==> src/logic/mmdec_pkg.sv <==
/*
 * Package for the memory map address decoder: region codes, region
 * boundaries and select widths.
 * Assumes a 16-bit processor address bus with a byte-wide data path.
 */
package mmdec_pkg;

	// Region codes, one select bit per region.
	typedef enum {
		MMDEC_IO,
		MMDEC_RAM,
		MMDEC_JUMP,
		MMDEC_ROUT_A,
		MMDEC_ROUT_B,
		MMDEC_FLASH,
		MMDEC_SYSREG,
		MMDEC_MON,
		MMDEC_PROT,
		MMDEC_TRIM_HI,
		MMDEC_TRIM_LO,
		MMDEC_VECT,
		MMDEC_RSVD,
		MMDEC_UNIMP,
		MMDEC_NREG
	} mmdec_region_t;

	localparam int MMDEC_NSEL = MMDEC_NREG;
	localparam int MMDEC_NSYS = 10;

	// Region boundaries, inclusive.
	localparam logic [15:0] IO_LO = 16'h0000;
	localparam logic [15:0] IO_HI = 16'h003F;
	localparam logic [15:0] RAM_LO = 16'h0040;
	localparam logic [15:0] RAM_HI = 16'h023F;
	localparam logic [15:0] JUMP_LO = 16'h1000;
	localparam logic [15:0] JUMP_HI = 16'h101F;
	localparam logic [15:0] ROUTA_LO = 16'h1020;
	localparam logic [15:0] ROUTA_HI = 16'h121F;
	localparam logic [15:0] ROUTB_LO = 16'h137E;
	localparam logic [15:0] ROUTB_HI = 16'h13FF;
	localparam logic [15:0] FLASH_LO = 16'hC000;
	localparam logic [15:0] FLASH_HI = 16'hFDFF;
	localparam logic [15:0] SEC_EXT = 16'hFDFF;
	localparam logic [15:0] SYS_LO = 16'hFE00;
	localparam logic [15:0] RSVD_LO = 16'hFE0D;
	localparam logic [15:0] RSVD_HI = 16'hFE1F;
	localparam logic [15:0] MON_LO = 16'hFE20;
	localparam logic [15:0] MON_HI = 16'hFF7D;
	localparam logic [15:0] PROT_ADDR = 16'hFF7E;
	localparam logic [15:0] TRIM_HI_ADDR = 16'hFF80;
	localparam logic [15:0] TRIM_LO_ADDR = 16'hFF81;
	localparam logic [15:0] VECT_LO = 16'hFFDC;
	localparam logic [15:0] VECT_HI = 16'hFFFF;
	localparam logic [15:0] SECB_LO = 16'hFFF6;
	localparam logic [15:0] SECB_HI = 16'hFFFD;

	// System register slots, indexed by address minus SYS_LO.
	localparam logic [3:0] SYS_BRK_STAT = 4'h0;
	localparam logic [3:0] SYS_RST_STAT = 4'h1;
	localparam logic [3:0] SYS_BRK_FLAG = 4'h3;
	localparam logic [3:0] SYS_IRQ_ONE = 4'h4;
	localparam logic [3:0] SYS_IRQ_TWO = 4'h5;
	localparam logic [3:0] SYS_IRQ_THREE = 4'h6;
	localparam logic [3:0] SYS_FLASH_CTRL = 4'h8;
	localparam logic [3:0] SYS_BKPT_HIGH = 4'h9;
	localparam logic [3:0] SYS_BKPT_LOW = 4'hA;
	localparam logic [3:0] SYS_BKPT_CTRL = 4'hB;
	localparam logic [3:0] SYS_LV_STAT = 4'hC;
	localparam logic [3:0] SYS_RSVD_A = 4'h2;
	localparam logic [3:0] SYS_RSVD_B = 4'h7;

	// Positions of the system register selects within the sysreg bus.
	localparam int SR_BRK_STAT = 0;
	localparam int SR_RST_STAT = 1;
	localparam int SR_BRK_FLAG = 2;
	localparam int SR_IRQ_ONE = 3;
	localparam int SR_IRQ_TWO = 4;
	localparam int SR_IRQ_THREE = 5;
	localparam int SR_FLASH_CTRL = 6;
	localparam int SR_BKPT_HIGH = 7;
	localparam int SR_BKPT_LOW = 8;
	localparam int SR_BKPT_CTRL = 9;

endpackage

==> src/logic/mmdec_sys_if.sv <==
/*
 * Interface carrying the high-page system register decode between the
 * top decoder and its system page decoder.
 * Assumes both ends sit in the same clock domain.
 */
`timescale 1ns/100ps
interface mmdec_sys_if;
	import mmdec_pkg::*;

	logic [15:0] addr;
	logic [MMDEC_NSYS-1:0] sel;
	logic lv_sel;
	logic rsvd;
	logic hit;

	modport top
	(
		output addr,
		input sel,
		input lv_sel,
		input rsvd,
		input hit
	);

	modport page
	(
		input addr,
		output sel,
		output lv_sel,
		output rsvd,
		output hit
	);
endinterface

==> src/logic/mmdec_sys_page.sv <==
/*
 * Combinational decoder for the high system register page $FE00-$FE0C.
 * Assumes the address arrives on the interface and is stable in the cycle.
 */
`timescale 1ns/100ps
module mmdec_sys_page
	import mmdec_pkg::*;
(
	mmdec_sys_if.page sys
);
	wire in_page;
	wire [3:0] slot;

	// The page is thirteen bytes, so the upper twelve bits must match.
	assign in_page = (sys.addr[15:4] == SYS_LO[15:4]) &&
		(sys.addr[3:0] <= SYS_LV_STAT);
	assign slot = sys.addr[3:0];

	// One select per implemented system register.
	assign sys.sel[SR_BRK_STAT] = in_page && (slot == SYS_BRK_STAT);
	assign sys.sel[SR_RST_STAT] = in_page && (slot == SYS_RST_STAT);
	assign sys.sel[SR_BRK_FLAG] = in_page && (slot == SYS_BRK_FLAG);
	assign sys.sel[SR_IRQ_ONE] = in_page && (slot == SYS_IRQ_ONE);
	assign sys.sel[SR_IRQ_TWO] = in_page && (slot == SYS_IRQ_TWO);
	assign sys.sel[SR_IRQ_THREE] = in_page && (slot == SYS_IRQ_THREE);
	assign sys.sel[SR_FLASH_CTRL] = in_page && (slot == SYS_FLASH_CTRL);
	assign sys.sel[SR_BKPT_HIGH] = in_page && (slot == SYS_BKPT_HIGH);
	assign sys.sel[SR_BKPT_LOW] = in_page && (slot == SYS_BKPT_LOW);
	assign sys.sel[SR_BKPT_CTRL] = in_page && (slot == SYS_BKPT_CTRL);
	assign sys.lv_sel = in_page && (slot == SYS_LV_STAT);

	// The two single reserved bytes inside the page.
	assign sys.rsvd = in_page &&
		((slot == SYS_RSVD_A) || (slot == SYS_RSVD_B));
	assign sys.hit = in_page;
endmodule

==> src/logic/mmdec_top.sv <==
/*
 * Memory map address decoder: sorts each processor access into one of the
 * documented regions, flags unimplemented addresses and names the system
 * registers, trim bytes and security bytes.
 * Assumes the core drives addr and a one-cycle-valid access strobe,
 * synchronous to core_clk; every output is registered, so the decode of
 * an access appears one clock after the address is presented.
 */
// How it works
// - Every one of the 65536 addresses falls into exactly one region.
// - Unimplemented addresses raise the illegal-address flag.
// - $0000-$003F selects the zero-page peripheral register window.
// - $0040-$023F selects the 512-byte RAM.
// - $C000-$FDFF selects flash, with $FDFF marked extended security.
// - $1000-$101F selects the 32-byte routine jump table.
// - Routine ROM decodes as $1020-$121F and $137E-$13FF separately.
// - $FE20-$FF7D selects the 350-byte monitor ROM.
// - $FE00, $FE01 and $FE03 select the break, reset and flag regs.
// - $FE04-$FE06 select the irq status regs and $FE08 flash control.
// - $FE09-$FE0C select breakpoint address, control and low voltage.
// - $FF7E selects flash protect, $FF80/$FF81 the two trim bytes.
// - $FFDC-$FFFF selects the 36-byte vector area.
// - $FFF6-$FFFD are also flagged as the eight security bytes.
`timescale 1ns/100ps
module mmdec_top
	import mmdec_pkg::*;
(
	input wire logic core_clk,
	input wire logic rst_n,
	input wire logic [15:0] addr,
	input wire logic access,
	output logic [MMDEC_NSEL-1:0] region_sel,
	output logic [MMDEC_NSYS-1:0] sysreg_sel,
	output logic low_voltage_status_reg_sel,
	output logic ext_security_sel,
	output logic security_byte_sel,
	output logic illegal_addr,
	output logic reserved_access
);
	mmdec_sys_if sys ();

	wire in_io;
	wire in_ram;
	wire in_jump;
	wire in_rout_a;
	wire in_rout_b;
	wire in_flash;
	wire in_mon;
	wire in_prot;
	wire in_trim_hi;
	wire in_trim_lo;
	wire in_vect;
	wire in_rsvd_blk;
	wire in_rsvd;
	wire in_known;
	wire in_unimp;
	wire [MMDEC_NSEL-1:0] sel_d;
	wire illegal_d;
	// Gated next values, one for each output flop.
	wire [MMDEC_NSEL-1:0] region_sel_d;
	wire [MMDEC_NSYS-1:0] sysreg_sel_d;
	wire lv_sel_d;
	wire ext_sec_d;
	wire sec_byte_d;
	wire rsvd_d;

	logic [MMDEC_NSEL-1:0] region_sel_q;
	logic [MMDEC_NSYS-1:0] sysreg_sel_q;
	logic lv_sel_q;
	logic ext_sec_q;
	logic sec_byte_q;
	logic illegal_q;
	logic rsvd_q;

	assign sys.addr = addr;

	mmdec_sys_page u_sys_page
	(
		.sys(sys)
	);

	// Range compares for each documented region.
	assign in_io = (addr <= IO_HI);
	assign in_ram = (addr >= RAM_LO) && (addr <= RAM_HI);
	assign in_jump = (addr >= JUMP_LO) && (addr <= JUMP_HI);
	// Two separate routine ROM pieces around the 350-byte gap.
	assign in_rout_a = (addr >= ROUTA_LO) && (addr <= ROUTA_HI);
	assign in_rout_b = (addr >= ROUTB_LO) && (addr <= ROUTB_HI);
	assign in_flash = (addr >= FLASH_LO) && (addr <= FLASH_HI);
	assign in_mon = (addr >= MON_LO) && (addr <= MON_HI);
	// Single-byte targets near the top of memory, then the vector area above them.
	assign in_prot = (addr == PROT_ADDR);
	assign in_trim_hi = (addr == TRIM_HI_ADDR);
	assign in_trim_lo = (addr == TRIM_LO_ADDR);
	assign in_vect = (addr >= VECT_LO);

	// Reserved bytes are not illegal; they only get reported.
	assign in_rsvd_blk = (addr >= RSVD_LO) && (addr <= RSVD_HI);
	assign in_rsvd = in_rsvd_blk || sys.rsvd;

	// Whatever no region claims is unimplemented: this covers the gaps at
	// $0240, $1220, $1400, $FF7F and $FF82 without listing each.
	assign in_known = in_io || in_ram || in_jump || in_rout_a ||
		in_rout_b || in_flash || sys.hit || in_rsvd_blk || in_mon ||
		in_prot || in_trim_hi || in_trim_lo || in_vect;
	assign in_unimp = !in_known;

	// Region vector; the ranges are disjoint so it is one-hot.
	assign sel_d[MMDEC_IO] = in_io;
	assign sel_d[MMDEC_RAM] = in_ram;
	assign sel_d[MMDEC_JUMP] = in_jump;
	assign sel_d[MMDEC_ROUT_A] = in_rout_a;
	assign sel_d[MMDEC_ROUT_B] = in_rout_b;
	assign sel_d[MMDEC_FLASH] = in_flash;
	assign sel_d[MMDEC_SYSREG] = sys.hit && !sys.rsvd;
	assign sel_d[MMDEC_MON] = in_mon;
	assign sel_d[MMDEC_PROT] = in_prot;
	assign sel_d[MMDEC_TRIM_HI] = in_trim_hi;
	assign sel_d[MMDEC_TRIM_LO] = in_trim_lo;
	assign sel_d[MMDEC_VECT] = in_vect;
	assign sel_d[MMDEC_RSVD] = in_rsvd;
	assign sel_d[MMDEC_UNIMP] = in_unimp;

	// One merged flag, only for a real access.
	assign illegal_d = access && in_unimp;

	// Next values of the output flops. The strobe gates each of them, so
	// an idle cycle shows no target, no flag and no named register.
	assign region_sel_d = access ? sel_d : '0;
	assign sysreg_sel_d = access ? sys.sel : '0;
	assign lv_sel_d = access && sys.lv_sel;
	assign ext_sec_d = access && (addr == SEC_EXT);
	assign sec_byte_d = access && (addr >= SECB_LO) &&
		(addr <= SECB_HI);
	// Reserved bytes are reported to the system logic but never counted
	// as illegal; what such an access does to the part is not defined.
	assign rsvd_d = access && in_rsvd;

	// The select positions come from the package; a system register list
	// that outgrew the select bus would drop its upper registers silently.
	if (MMDEC_NSYS != SR_BKPT_CTRL + 1)
	begin : g_bad_layout
		$error("system register select layout does not fit the bus");
	end

	// Region select flops. Registering costs a cycle of latency, but the
	// targets then see a clean select for the whole of the next cycle.
	always_ff @(posedge core_clk or negedge rst_n)
	begin
		if (!rst_n)
			region_sel_q <= '0;
		else
			region_sel_q <= region_sel_d;
	end

	// System register selects, aligned with the region select so that a
	// register never sees its select a cycle before the page does.
	always_ff @(posedge core_clk or negedge rst_n)
	begin
		if (!rst_n)
			sysreg_sel_q <= '0;
		else
			sysreg_sel_q <= sysreg_sel_d;
	end

	// The low-voltage status register has a select of its own, outside
	// the ten-bit system register bus.
	always_ff @(posedge core_clk or negedge rst_n)
	begin
		if (!rst_n)
			lv_sel_q <= 1'b0;
		else
			lv_sel_q <= lv_sel_d;
	end

	// Extended security byte marker; the flash select is set with it, so
	// the flash array still answers the access normally.
	always_ff @(posedge core_clk or negedge rst_n)
	begin
		if (!rst_n)
			ext_sec_q <= 1'b0;
		else
			ext_sec_q <= ext_sec_d;
	end

	// Security byte marker inside the vector area; the security check
	// logic reads it alongside the vector select.
	always_ff @(posedge core_clk or negedge rst_n)
	begin
		if (!rst_n)
			sec_byte_q <= 1'b0;
		else
			sec_byte_q <= sec_byte_d;
	end

	// Merged illegal-address flag. It is a one-cycle pulse; the reset
	// logic must catch it in the cycle it stands.
	always_ff @(posedge core_clk or negedge rst_n)
	begin
		if (!rst_n)
			illegal_q <= 1'b0;
		else
			illegal_q <= illegal_d;
	end

	// Reserved access report, kept apart from the illegal flag so that
	// a stray access here never resets the part by itself.
	always_ff @(posedge core_clk or negedge rst_n)
	begin
		if (!rst_n)
			rsvd_q <= 1'b0;
		else
			rsvd_q <= rsvd_d;
	end

	assign region_sel = region_sel_q;
	assign sysreg_sel = sysreg_sel_q;
	assign low_voltage_status_reg_sel = lv_sel_q;
	assign ext_security_sel = ext_sec_q;
	assign security_byte_sel = sec_byte_q;
	assign illegal_addr = illegal_q;
	assign reserved_access = rsvd_q;
endmodule

==> config.mk <==
export PLATFORM = sky130hd
export DESIGN_NAME = mmdec_top
export DESIGN_NICKNAME = d
export VERILOG_FILES = /design/src/logic/mmdec_pkg.sv /design/src/logic/mmdec_sys_if.sv /design/src/logic/mmdec_sys_page.sv /design/src/logic/mmdec_top.sv
export SDC_FILE = /design/constraint.sdc
export NUM_CORES = 1
export LEC_CHECK = 0
export ABC_CLOCK_PERIOD_IN_PS = 1650
export BUFFER_PORTS_ARGS = -buffer_cell sky130_fd_sc_hd__buf_2
export CELL_PAD_IN_SITES_DETAIL_PLACEMENT = 1
export CELL_PAD_IN_SITES_GLOBAL_PLACEMENT = 2
export CORE_ASPECT_RATIO = 1.5
export CORE_UTILIZATION = 31
export CTS_CLUSTER_DIAMETER = 150
export DETAILED_ROUTE_END_ITERATION = 10
export PLACE_DENSITY = 0.78
export SLEW_MARGIN = 40
export SYNTH_ARGS = -nofsm -noshare
export SYNTH_HDL_FRONTEND = slang
export SYNTH_SLANG_ARGS = --single-unit
export TNS_END_PERCENT = 50
==> constraint.sdc <==
create_clock -name core_clk -period 1.65 [get_ports core_clk]
set_clock_uncertainty 0.2 [all_clocks]
set_input_delay 0.33 -clock core_clk [delete_from_list [all_inputs] [get_ports core_clk]]
set_output_delay 0.33 -clock core_clk [all_outputs]
set_load 0.1 [all_outputs]
# Word level (Yosys, flattened, before mapping)

Cells that the tools add are included.

Bits of input ports: 19
Flip-flop bits (word level): 29
Output and inout bits: 29

Mux-type cells: 2
Equal/unequal tests: 17
Order comparisons: 19
Reductions and logical operators: 44

Operator list:

| operator               | count |
|---|---|
| $ge A16 B16 Y1 const B | 5 |
| $eq A16 B16 Y1 const B | 4 |
| $le A16 B16 Y1 const B | 4 |
| $ge A16 B13 Y1 const B | 3 |
| $le A16 B13 Y1 const B | 3 |
| $logic_and A1 B1 Y1    | 27 |
| $eq A4 B4 Y1 const B   | 5 |
| $eq A4 B3 Y1 const B   | 4 |
| $ge A16 B7 Y1 const B  | 1 |
| $le A16 B10 Y1 const B | 1 |
| $le A16 B6 Y1 const B  | 1 |
| $logic_or A1 B1 Y1     | 14 |
| $mux W14               | 1 |
| $eq A12 B12 Y1 const B | 1 |
| $mux W10               | 1 |
| $eq A4 B2 Y1 const B   | 2 |
| $eq A4 B1 Y1 const B   | 1 |
| $le A4 B4 Y1 const B   | 1 |
| $logic_not A4 Y1       | 1 |
| $logic_not A1 Y1       | 2 |

# Logic depth before layout (Yosys ltp)

Gate-level depths: netlist of the first run.

Depth in word-level cells: 16
Gate-level depth with buffers: 6
Depth with buffers taken out: 5

# Modules after synthesis

Synthesis of the first run repeated with hierarchy kept, for this count alone.

Cells, all modules: 144
Area, all modules: 1,435.1 µm²

By module, submodules not included:

| module         | area an instance (µm²) | cells an instance | times used | seq. area each (µm²) |
|---|---|---|---|---|
| mmdec_top      | 1,238.7                | 115               | 1          | 675.6 |
| mmdec_sys_page | 196.4                  | 29                | 1          | 0.0 |

# Worst setup path before layout of the first run

OpenSTA, ideal clock, no wires.

Path type: register to output
From: register region_sel_q[12], in the netlist region_sel[12]
To: output port region_sel[12]
Required time: 1.120 ns
Cell stages (with the launch flop): 2
Arrival: 1.324 ns
Buffers on the path: 1
Slack: -0.204 ns
Cells stage by stage: dfrtp_1 > buf_4

RTL lines:

| what                   | line             | RTL |
|---|---|---|
| start, declared        | mmdec_top.sv:67  | `logic [MMDEC_NSEL-1:0] region_sel_q;` |
| start signal, assigned | mmdec_top.sv:153 | `region_sel_q <= region_sel_d;` |
| end, declared          | mmdec_top.sv:32  | `output logic [MMDEC_NSEL-1:0] region_sel,` |

No word-level cell between the ends.

==> reports/qor.csv, run 1 <==
stage;metric;value;unit
global_route;GRT Overall Usage;16.93;%
global_route;vias in the first global route;1250;
clocking;clock sink count;27;
setup_path;Worst Path Arrival;1050;ps
drt;DRT iter0 DRCs;16;
drt;number of remaining DRC errors;0;
setup_path;crit path capture type;output pin;
global_route;Overflow after GRT;0;
power_and_ir_drop;VDD IR-drop max;0.0003119;V
finish;Diodes inserted;0;
setup_path;CP max-delay cell;buf_2;
synthesis;sequential cell area fraction in the yosys report;52.58;%
drt;total wire length;3394;um
synthesis;Synth Register Bits;27;
synthesis;syn_area_per_cell;11.08;sq um
drt;Initial DRT Pass Iterations;4;
sta;Slew HR;61.32;%
setup_path;Crit path depth;1;
sta;Slew Limit Fails;0;
sta;fmax;0.6329;GHz
floorplanning;Die Width;54.57;um
global_route;largest net degree at the start of global routing;28;
sta;worst-margin pin slew;580.3;ps
hold_path;Worst Hold Class;in -> reg;
hold_path;hold path startpoint;addr[4];
flow_run;Max Cap Viol;0;
finish;Syn-to-layout area delta;45.76;%
clocking;depth of the CTS H-tree;1;
clocking;CTS Buf Count;3;
clocking;CTS clk-pin slew, worst paths;90;ps
drt;vias per cell;4.958;
setup_path;critical path startpoint category;flop;
sta;RSZ-0062 raised after global routing;true;
placed_design;gpl congestion;0.7632;
setup_path;WS Path Type;reg -> out;
finish;Fillers;478;
setup_path;Crit Path Max Fanout;2;
global_route;first-pass GRT wire length;5326;um
power_and_ir_drop;pwr dens;673.3;nW/um^2
placed_design;number of I/O port buffers;47;
synthesis;Yosys warning count;0;
setup_path;Buf/Inv on CP;1;
power_and_ir_drop;Leak;0.9631;nW
outcome;status;finished clean;
clocking;root buffer cell;clkbuf_8;
setup_path;critical path's top delay family;buffers and inverters;
floorplanning;# IOs;48;
synthesis;Post-Synthesis Cells;116;
sta;Fin. Hold Viols;0;
setup_path;Worst Path Required;1120;ps
finish;Core Util, Final;47.31;%
placed_design;post-DP HPWL;2858;um
setup_path;max incr delay on CP;420;ps
floorplanning;starting density of the core;32.46;%
floorplanning;core area;3959;sq um
floorplanning;Die ar.;4412;sq um
floorplanning;die span in y;80.85;um
clocking;TritonCTS clock tree;built;
finish;commonest non-fill, non-tap cell in the layout;buf_2;
floorplanning;Site Rows;28;
drt;Post-DRT Antenna Nets;0;
setup_path;Critical path origin;region_sel[12];
clocking;maximum root-to-sink buffer count;2;
global_route;initial antenna violation count;0;
synthesis;synth unique cells;38;
synthesis;Syn Nets;135;
sta;endpoints failing setup;0;
synthesis;cell area after synthesis;1285;sq um
setup_path;crit-path cells;buf_2;
drt;vias;1185;
finish;share of post-route cells with drive strength above 1;57.22;%
finish;nets;214;
sta;Final WS setup;69.88;ps
sta;min Tclk post-route;1580;ps
sta;fin crit share;95.76;%
placed_design;dpl ws;-266.8;ps
finish;most frequent cells in the layout;buf_2 (47), buf_4 (34), dfrtp_1 (25), nor2_1 (13);
setup_path;CP Capture Point;reserved_access;
drt;average wire per standard cell;14.20;um
## flip-flops by register name, summed over array words and instances (netlist names)
signal	count
ext_security_sel	1
illegal_addr	1
sysreg_sel	10
low_voltage_status_reg_sel	1
security_byte_sel	1
region_sel	13
## worst min-delay path, cell delays in order
cell,delay (ps)
buf_2,130
nand4_1,90
nor3_1,50
## cell families after synthesis
group	count (synthesis)	share of synthesized area, %
muxes	1	0.7790
xor gates and xnor gates	4	2.726
DFF	27	52.58
AOI/OAI and AO/OA	14	8.180
buffers and inverters	11	4.868
and+or+nand+nor	59	30.87
## routing by layer
layer / wire, um / global-route usage (%) / share of wire [%] / vias up
li1: - / - / - / 566
met1: 1220 / 15.70 / 36 / 579
met2: 2010 / 34.39 / 59 / 36
met3: 116 / 1.685 / 3.4 / 4
met4: 46 / 6.923 / 1.4 / 0
met5: 0 / 0 / 0 / -
## final cells by class
class                      count  area, sq um  area share, %
tap                           45        56.30          3.006
sequential                    27        678.2          36.21
clock buffer                   3        41.29          2.204
clock inverter                 1        5.005         0.2672
inverter                       3        11.26         0.6012
timing repair buffer          82        500.5          26.72
multi-input combinational     78        580.6          31.00
## through the flow
step | cells | area, sq um | total power (W) | hold slack (ps) | setup TNS (ps)
finish | 239 | 1873 | 0.001261 | 165.5 | 0
global route | 239 | 1873 | 0.001307 | 172.5 | -17.14
global placement | 234 | 1805 | 0.0008944 | 151.7 | -3389
floorplan | 116 | 1323 | 0.0007914 | -165.6 | -78.15
CTS | 239 | 1862 | 0.001277 | 163.9 | 0
detailed placement | 234 | 1805 | 0.0009015 | 162.4 | -4228
## report_power, final
part / internal, W / switching, W
Sequential: 0.000664 / 0.00000100
Clock: 0.000169 / 0.000202
Combinational: 0.0000861 / 0.000138
## Yosys cell counts
| master | count | area (sq um) |
|---|---|---|
| nand2_2 | 1 | 6.260 |
| or4_1 | 2 | 15.01 |
| nor4_1 | 4 | 25.02 |
| o21bai_1 | 1 | 7.510 |
| inv_1 | 3 | 11.26 |
| nand4b_1 | 1 | 8.760 |
| a211oi_2 | 1 | 12.51 |
| xor2_1 | 4 | 35.03 |
| nand3_1 | 6 | 30.03 |
| nor4_2 | 2 | 25.02 |
| and2b_2 | 1 | 8.760 |
| a31o_2 | 2 | 17.52 |
| or2_2 | 1 | 6.260 |
| nor4b_2 | 1 | 15.01 |
| o311ai_0 | 2 | 17.52 |
| nand2_1 | 4 | 15.01 |
| nor3_4 | 1 | 16.27 |
| dfrtp_1 | 27 | 675.7 |
| buf_4 | 2 | 15.01 |
| nor2_1 | 14 | 52.55 |
| mux2i_1 | 1 | 10.01 |
| a21oi_1 | 3 | 15.01 |
| buf_2 | 5 | 25.02 |
| nand2b_1 | 3 | 18.77 |
| nand3_2 | 1 | 10.01 |
| o31a_2 | 1 | 10.01 |
| or3_4 | 1 | 11.26 |
| nand2_4 | 1 | 11.26 |
| o31ai_1 | 1 | 7.510 |
| nand4_1 | 2 | 12.51 |
| nand4_2 | 1 | 12.51 |
| o21ai_0 | 2 | 10.01 |
| nor3_2 | 5 | 50.05 |
| a21o_1 | 1 | 7.510 |
| nor4b_1 | 1 | 8.760 |
| nor3_1 | 3 | 15.01 |
| buf_6 | 1 | 11.26 |
| nor3b_1 | 3 | 22.52 |
## worst min-delay path by stage
| stage | to | slack (ps) | cells after the start |
|---|---|---|---|
| 2_1_floorplan | ext_security_sel | -170 | 0 |
| 3_3_place_gp | sysreg_sel[0] | 150 | 1 |
| 3_5_place_dp | sysreg_sel[0] | 160 | 1 |
| 4_1_cts | security_byte_sel | 160 | 3 |
| 5_1_grt | region_sel[0] | 170 | 3 |
| 6_report | security_byte_sel | 170 | 3 |
## repair_timing
action	in CTS	in global routing
resized for setup	0	3
hold buffers	1	0
setup buffers	0	0
setup endpoints to repair	0	3
endpoints found under the hold margin	27	0
(Power assumes the default switching activity.)
==> run 2, diff against run 1 <==
Settings changed: CORE_UTILIZATION 31 to 32, PLACE_DENSITY 0.78 to 0.8, SYNTH_HIERARCHICAL from default to 1.
==> run 2 against run 1 <==
Compared with the run above: the flow now finishes with violations (DRC, setup timing); first-iteration DRC count grew to 2.5 times the previous value; sequential power hardly changed; worst hold slack better by 6.9 ps; count of clock-buffer cells in the layout increased by 1; sequential share of layout area decreased by 5.0 points; core utilization up 3.4 points; flip-flop and latch count stayed put; non-clock buffer count is 10 higher; critical path type is now in -> reg.
==> reports/qor.csv, run 2 <==
stage;metric;value;unit
power_and_ir_drop;VDD IR-drop max;0.0002525;V
outcome;failing checks;DRC, setup timing;
global_route;Overflow after GRT;0;
power_and_ir_drop;total power;0.001310;W
floorplanning;starting density of the core;33.52;%
sta;Slew HR;61.12;%
setup_path;WS Path Type;in -> reg;
synthesis;Syn Nets;163;
hold_path;Worst Hold Class;in -> reg;
clocking;root buffer cell;clkbuf_8;
synthesis;top post-synthesis cells by area;dfrtp_1 (47%), nor4_1 (6.5%), and2_1 (4.8%);
global_route;met1 Resource Use GR;19.86;%
placed_design;dpl ws;-409.5;ps
power_and_ir_drop;pwr dens;603.3;nW/um^2
synthesis;Post-Synthesis Cells;144;
setup_path;Crit Path Max Fanout;8;
synthesis;Synth Register Bits;27;
global_route;vias in the first global route;1495;
synthesis;async set or reset register ratio after synthesis;100.0;%
floorplanning;core area;4282;sq um
global_route;initial antenna violation count;0;
placed_design;placed standard-cell area;1998;sq um
clocking;maximum root-to-sink buffer count;2;
synthesis;post-synthesis adder-cell area fraction;0;%
sta;fin crit share;102.4;%
clocking;clock sink count;27;
synthesis;simple-gate share of the synthesized area;38.97;%
synthesis;top post-synthesis cells by count;dfrtp_1 (27), nor4_1 (15), and2_1 (11), nand2_1 (9), nor2_1 (9);
flow_run;Max Cap Viol;0;
synthesis;count leader, synth;dfrtp_1;
synthesis;post-synthesis compound-gate area fraction;7.759;%
global_route;grt peak-use layer;met2;
sta;fmax;0.5920;GHz
outcome;status;finished, violations left;
drt;DRT iter0 DRCs;40;
placed_design;number of I/O port buffers;47;
synthesis;Synth Area in XOR/XNOR;1.221;%
finish;nets;250;
global_route;first-pass GRT wire length;6865;um
sta;Fin. Hold Viols;0;
drt;vias;1462;
sta;RSZ-0062 raised after global routing;true;
setup_path;Worst Path Required;1660;ps
drt;Initial DRT Pass Iterations;7;
finish;commonest non-fill, non-tap cell in the layout;buf_2;
finish;Diodes inserted;0;
synthesis;post-synth top area share;47.08;%
global_route;GRT met2 Usage;35.28;%
setup_path;critical path startpoint category;input pin;
sta;endpoints failing setup;1;
synthesis;synth unique cells;46;
sta;Slew Limit Fails;0;
global_route;GRT Overall Usage;18.56;%
floorplanning;Site Rows;29;
drt;Post-DRT Antenna Nets;0;
placed_design;gpl congestion;0.8311;
floorplanning;die span in y;84.02;um
power_and_ir_drop;Leak;1.065;nW
synthesis;sequential cell area fraction in the yosys report;47.08;%
synthesis;syn_area_per_cell;9.966;sq um
drt;average wire per standard cell;15.81;um
synthesis;mux share of post-synthesis cell area;0;%
floorplanning;Die ar.;4762;sq um
finish;Largest register FFs;13;
setup_path;Worst Path Arrival;1700;ps
clocking;depth of the CTS H-tree;1;
global_route;GR Layer Usage met3;1.085;%
finish;Syn-to-layout area delta;51.26;%
clocking;CTS Buf Count;3;
clocking;TritonCTS clock tree;built;
sta;Final WS setup;-39.28;ps
global_route;largest net degree at the start of global routing;28;
synthesis;Post-synth EDFFs;0;
synthesis;largest family of logic cells by synthesized area;simple AND/OR/NAND/NOR gates;
placed_design;post-DP HPWL;3373;um
drt;vias per cell;5.297;
synthesis;area leader, netlist;dfrtp_1;
finish;Core Util, Final;50.70;%
floorplanning;# IOs;48;
finish;fin area;2171;sq um
sta;worst-margin pin slew;583.2;ps
synthesis;Most used DFF post-synth;dfrtp_1;
clocking;CTS clk-pin slew, worst paths;90;ps
synthesis;cell area after synthesis;1435;sq um
synthesis;Yosys warning count;6;
sta;min Tclk post-route;1689;ps
setup_path;crit path capture type;flop;
finish;share of post-route cells with drive strength above 1;52.61;%
floorplanning;Die Width;56.68;um
drt;total wire length;4363;um
drt;number of remaining DRC errors;6;
finish;most frequent cells in the layout;buf_2 (47), buf_4 (40), dfrtp_1 (26), and2_1 (11);
## run 2: cell types whose count changed in the layout (fill, tap and decap cells not counted), moves of 3 or more
cell / before / now
nand2b_1: 3 / 6
nor3_2: 5 / 1
nor3_1: 3 / 6
and2_1: 0 / 11
xor2_1: 4 / 1
nor2_1: 13 / 8
nor4_2: 1 / 9
nand2_1: 4 / 9
nor4_1: 4 / 7
buf_4: 34 / 40
## run 2: routing by layer
| metal | share of wire (%) | vias to the layer above |
|---|---|---|
| met4 | 3.2 | 0 |
| met5 | 0 | - |
| met3 | 2.7 | 11 |
| met2 | 57 | 38 |
| met1 | 37 | 712 |
| li1 | - | 701 |
## run 2: metrics by stage
| stage | hold slack, ps | instances | setup TNS (ps) |
|---|---|---|---|
| 5_1_grt | 179.6 | 276 | -236.4 |
| 2_1_floorplan | -165.6 | 144 | -284.4 |
| 3_3_place_gp | 151.4 | 268 | -3385 |
| 3_5_place_dp | 173.7 | 268 | -4003 |
| 6_report | 172.4 | 276 | -39.28 |
| 4_1_cts | 164.4 | 273 | 0 |
## run 2: what timing repair did
| action | CTS | global route |
|---|---|---|
| hold buffers | 1 | 0 |
| endpoints found under the setup margin | 2 | 10 |
| buffers inserted | 0 | 3 |
| hold endpoints to repair | 27 | 0 |
| gates resized for setup | 3 | 14 |
| pin swaps | 0 | 2 |
## run 2: final timing paths
| check | start | endpoint | slack, ps | cells past startpoint |
|---|---|---|---|---|
| max in group asynchronous | rst_n | region_sel[12] | 450 | 2 |
| min in group asynchronous | rst_n | sysreg_sel[2] | 380 | 2 |
| worst min-delay path | addr[2] | region_sel[9] | 170 | 3 |
| worst max-delay path | addr[5] | low_voltage_status_reg_sel | -40 | 6 |
## run 2: layout make-up
cell class	count	area (sq um)
sequential	27	676.9
timing repair buffer	92	608.1
clock buffer	4	45.04
inverter	2	7.507
tap	46	57.56
fill	495	2111
multi-input combinational	105	775.7
## run 2: logic make-up after synthesis
family	count (synthesis)
xor+xnor	2
simple gates	88
buf+inv	12
compound gates	15
flops	27
## run 2: worst max-delay path, cell delays in order
cell	delay (ps)
buf_2	120
nor4b_2	310
nand4_2	220
buf_6	210
nor4_1	320
and2_1	190
## run 2: report_power, final
part	leakage, nW	switching [W]	total, W	internal [W]
registers	0.374	0.00000123	0.000665	0.000664
clock network	0.0228	0.000201	0.000374	0.000173
logic	0.668	0.000162	0.000271	0.000108
==> run 3, diff against run 2 <==
Settings changed: ABC_CLOCK_PERIOD_IN_PS 1650 to default, RECOVER_POWER from default to 25.
==> run 3 against run 2 <==
Compared with the run above: the flow still finishes with violations (DRC, setup timing); count of clock-buffer cells in the layout unchanged; critical path depth unchanged; flip-flop and latch count unchanged; largest cell class unchanged.
==> reports/qor.csv, run 3 (synthesis gave the netlist of run 2 again) <==
stage;metric;value;unit
outcome;status;finished, violations left;
outcome;failing checks;DRC, setup timing;
clocking;depth of the CTS H-tree;1;
setup_path;Crit Path Max Fanout;8;
global_route;GRT met2 Usage;35.28;%
drt;vias;1462;
finish;share of post-route cells with drive strength above 1;52.61;%
setup_path;crit path capture type;flop;
clocking;root buffer cell;clkbuf_8;
clocking;CTS Buf Count;3;
sta;Slew HR;56.74;%
sta;sum of negative setup slack;-39.28;ps
global_route;GRT Overall Usage;18.56;%
global_route;largest net degree at the start of global routing;28;
global_route;vias in the first global route;1495;
clocking;clock sink count;27;
placed_design;number of I/O port buffers;47;
sta;Final WS setup;-39.28;ps
drt;average wire per standard cell;15.81;um
finish;Core Util, Final;50.70;%
floorplanning;Die ar.;4762;sq um
sta;worst-margin pin slew;648.8;ps
sta;Slew Limit Fails;0;
sta;min Tclk post-route;1689;ps
drt;DRT iter0 DRCs;40;
global_route;GR Layer Usage met3;1.085;%
setup_path;max incr delay on CP;320;ps
floorplanning;Die Width;56.68;um
floorplanning;# IOs;48;
sta;endpoints failing setup;1;
setup_path;CP max-delay cell;nor4_1;
drt;Post-DRT Antenna Nets;0;
global_route;met1 Resource Use GR;19.86;%
finish;nets;250;
sta;fin crit share;102.4;%
placed_design;gpl congestion;0.8311;
finish;Syn-to-layout area delta;51.26;%
finish;Fillers;495;
placed_design;post-DP HPWL;3373;um
global_route;first-pass GRT wire length;6865;um
drt;Initial DRT Pass Iterations;7;
finish;fin cells;276;
sta;Fin. Hold Viols;0;
drt;vias per cell;5.297;
clocking;TritonCTS clock tree;built;
hold_path;Worst Hold Class;in -> reg;
global_route;grt peak-use layer;met2;
finish;most frequent cells in the layout;buf_2 (46), buf_4 (40), dfrtp_1 (26), and2_1 (11);
finish;Largest register FFs;13;
setup_path;critical path startpoint category;input pin;
power_and_ir_drop;VDD IR-drop max;0.0002525;V
global_route;Overflow after GRT;0;
floorplanning;die span in y;84.02;um
floorplanning;core area;4282;sq um
setup_path;WS Path Type;in -> reg;
drt;total wire length;4363;um
finish;Diodes inserted;0;
flow_run;Max Cap Viol;0;
clocking;maximum root-to-sink buffer count;2;
clocking;CTS clk-pin slew, worst paths;90;ps
setup_path;crit-path cells;buf_2 -> nor4b_2 -> nand4_2 -> buf_6 -> nor4_1 -> and2_1;
global_route;initial antenna violation count;0;
setup_path;Worst Path Required;1660;ps
sta;RSZ-0062 raised after global routing;true;
setup_path;Worst Path Arrival;1700;ps
finish;commonest non-fill, non-tap cell in the layout;buf_2;
placed_design;Placed Instances;268;
drt;number of remaining DRC errors;6;
floorplanning;Site Rows;29;
power_and_ir_drop;Leak;1.065;nW
sta;fmax;0.5920;GHz
floorplanning;starting density of the core;33.52;%
power_and_ir_drop;pwr dens;603.3;nW/um^2
power_and_ir_drop;total power;0.001310;W
-- run 3: cell types whose count changed in the layout (fill, tap and decap cells not counted), sizes merged --
cell	before	now
clkbuf	4	5
buf	91	90
-- run 3: final timing paths --
check	startpoint	endpoint	slack (ps)	cells past startpoint
min	addr[2]	region_sel[9]	170	3
max	addr[5]	low_voltage_status_reg_sel	-40	6
min in group asynchronous	rst_n	sysreg_sel[2]	410	2
max in group asynchronous	rst_n	region_sel[12]	380	2
-- run 3: worst max-delay path: cells and delay by family --
| family | cells | cell delay, ps |
|---|---|---|
| and+or+nand+nor | 4 | 1040 |
| buffers and inverters | 2 | 330 |
-- run 3: timing repair --
item | in CTS | in global routing
resized for setup | 3 | 14
buffers inserted | 0 | 3
pin swaps | 0 | 2
endpoints found under the setup margin | 2 | 10
hold buffers | 1 | 0
endpoints found under the hold margin | 27 | 0
-- run 3: area by class of cell --
class | instances | area, sq um | share of cell area, %
Multi-Input combinational cell | 105 | 775.7 | 35.73
Sequential cell | 27 | 676.9 | 31.18
Timing Repair Buffer | 92 | 608.1 | 28.01
Tap cell | 46 | 57.56 | 2.651
Clock buffer | 4 | 45.04 | 2.075
Inverter | 2 | 7.507 | 0.3458
-- run 3: power by group --
group	total [W]	switching [W]	internal, W	leakage [nW]
registers	0.000665	0.00000123	0.000664	0.374
clock network	0.000374	0.000201	0.000173	0.0228
logic	0.000271	0.000162	0.000108	0.668
total	0.00131	0.000364	0.000945	1.06
-- run 3: routing by layer --
metal	routed length [um]	vias to the layer above
li1	-	701
met1	1605	712
met2	2501	38
met3	116	11
met4	139	0
met5	0	-
-- run 3: through the flow --
stage | hold slack (ps) | instance area (sq um) | setup slack [ps]
3_5_place_dp | 173.7 | 1998 | -409.5
4_1_cts | 164.4 | 2067 | 3.060
2_1_floorplan | -165.6 | 1436 | -204.0
5_1_grt | 179.6 | 2171 | -105.5
6_report | 172.4 | 2171 | -39.28
3_3_place_gp | 151.4 | 1998 | -354.2
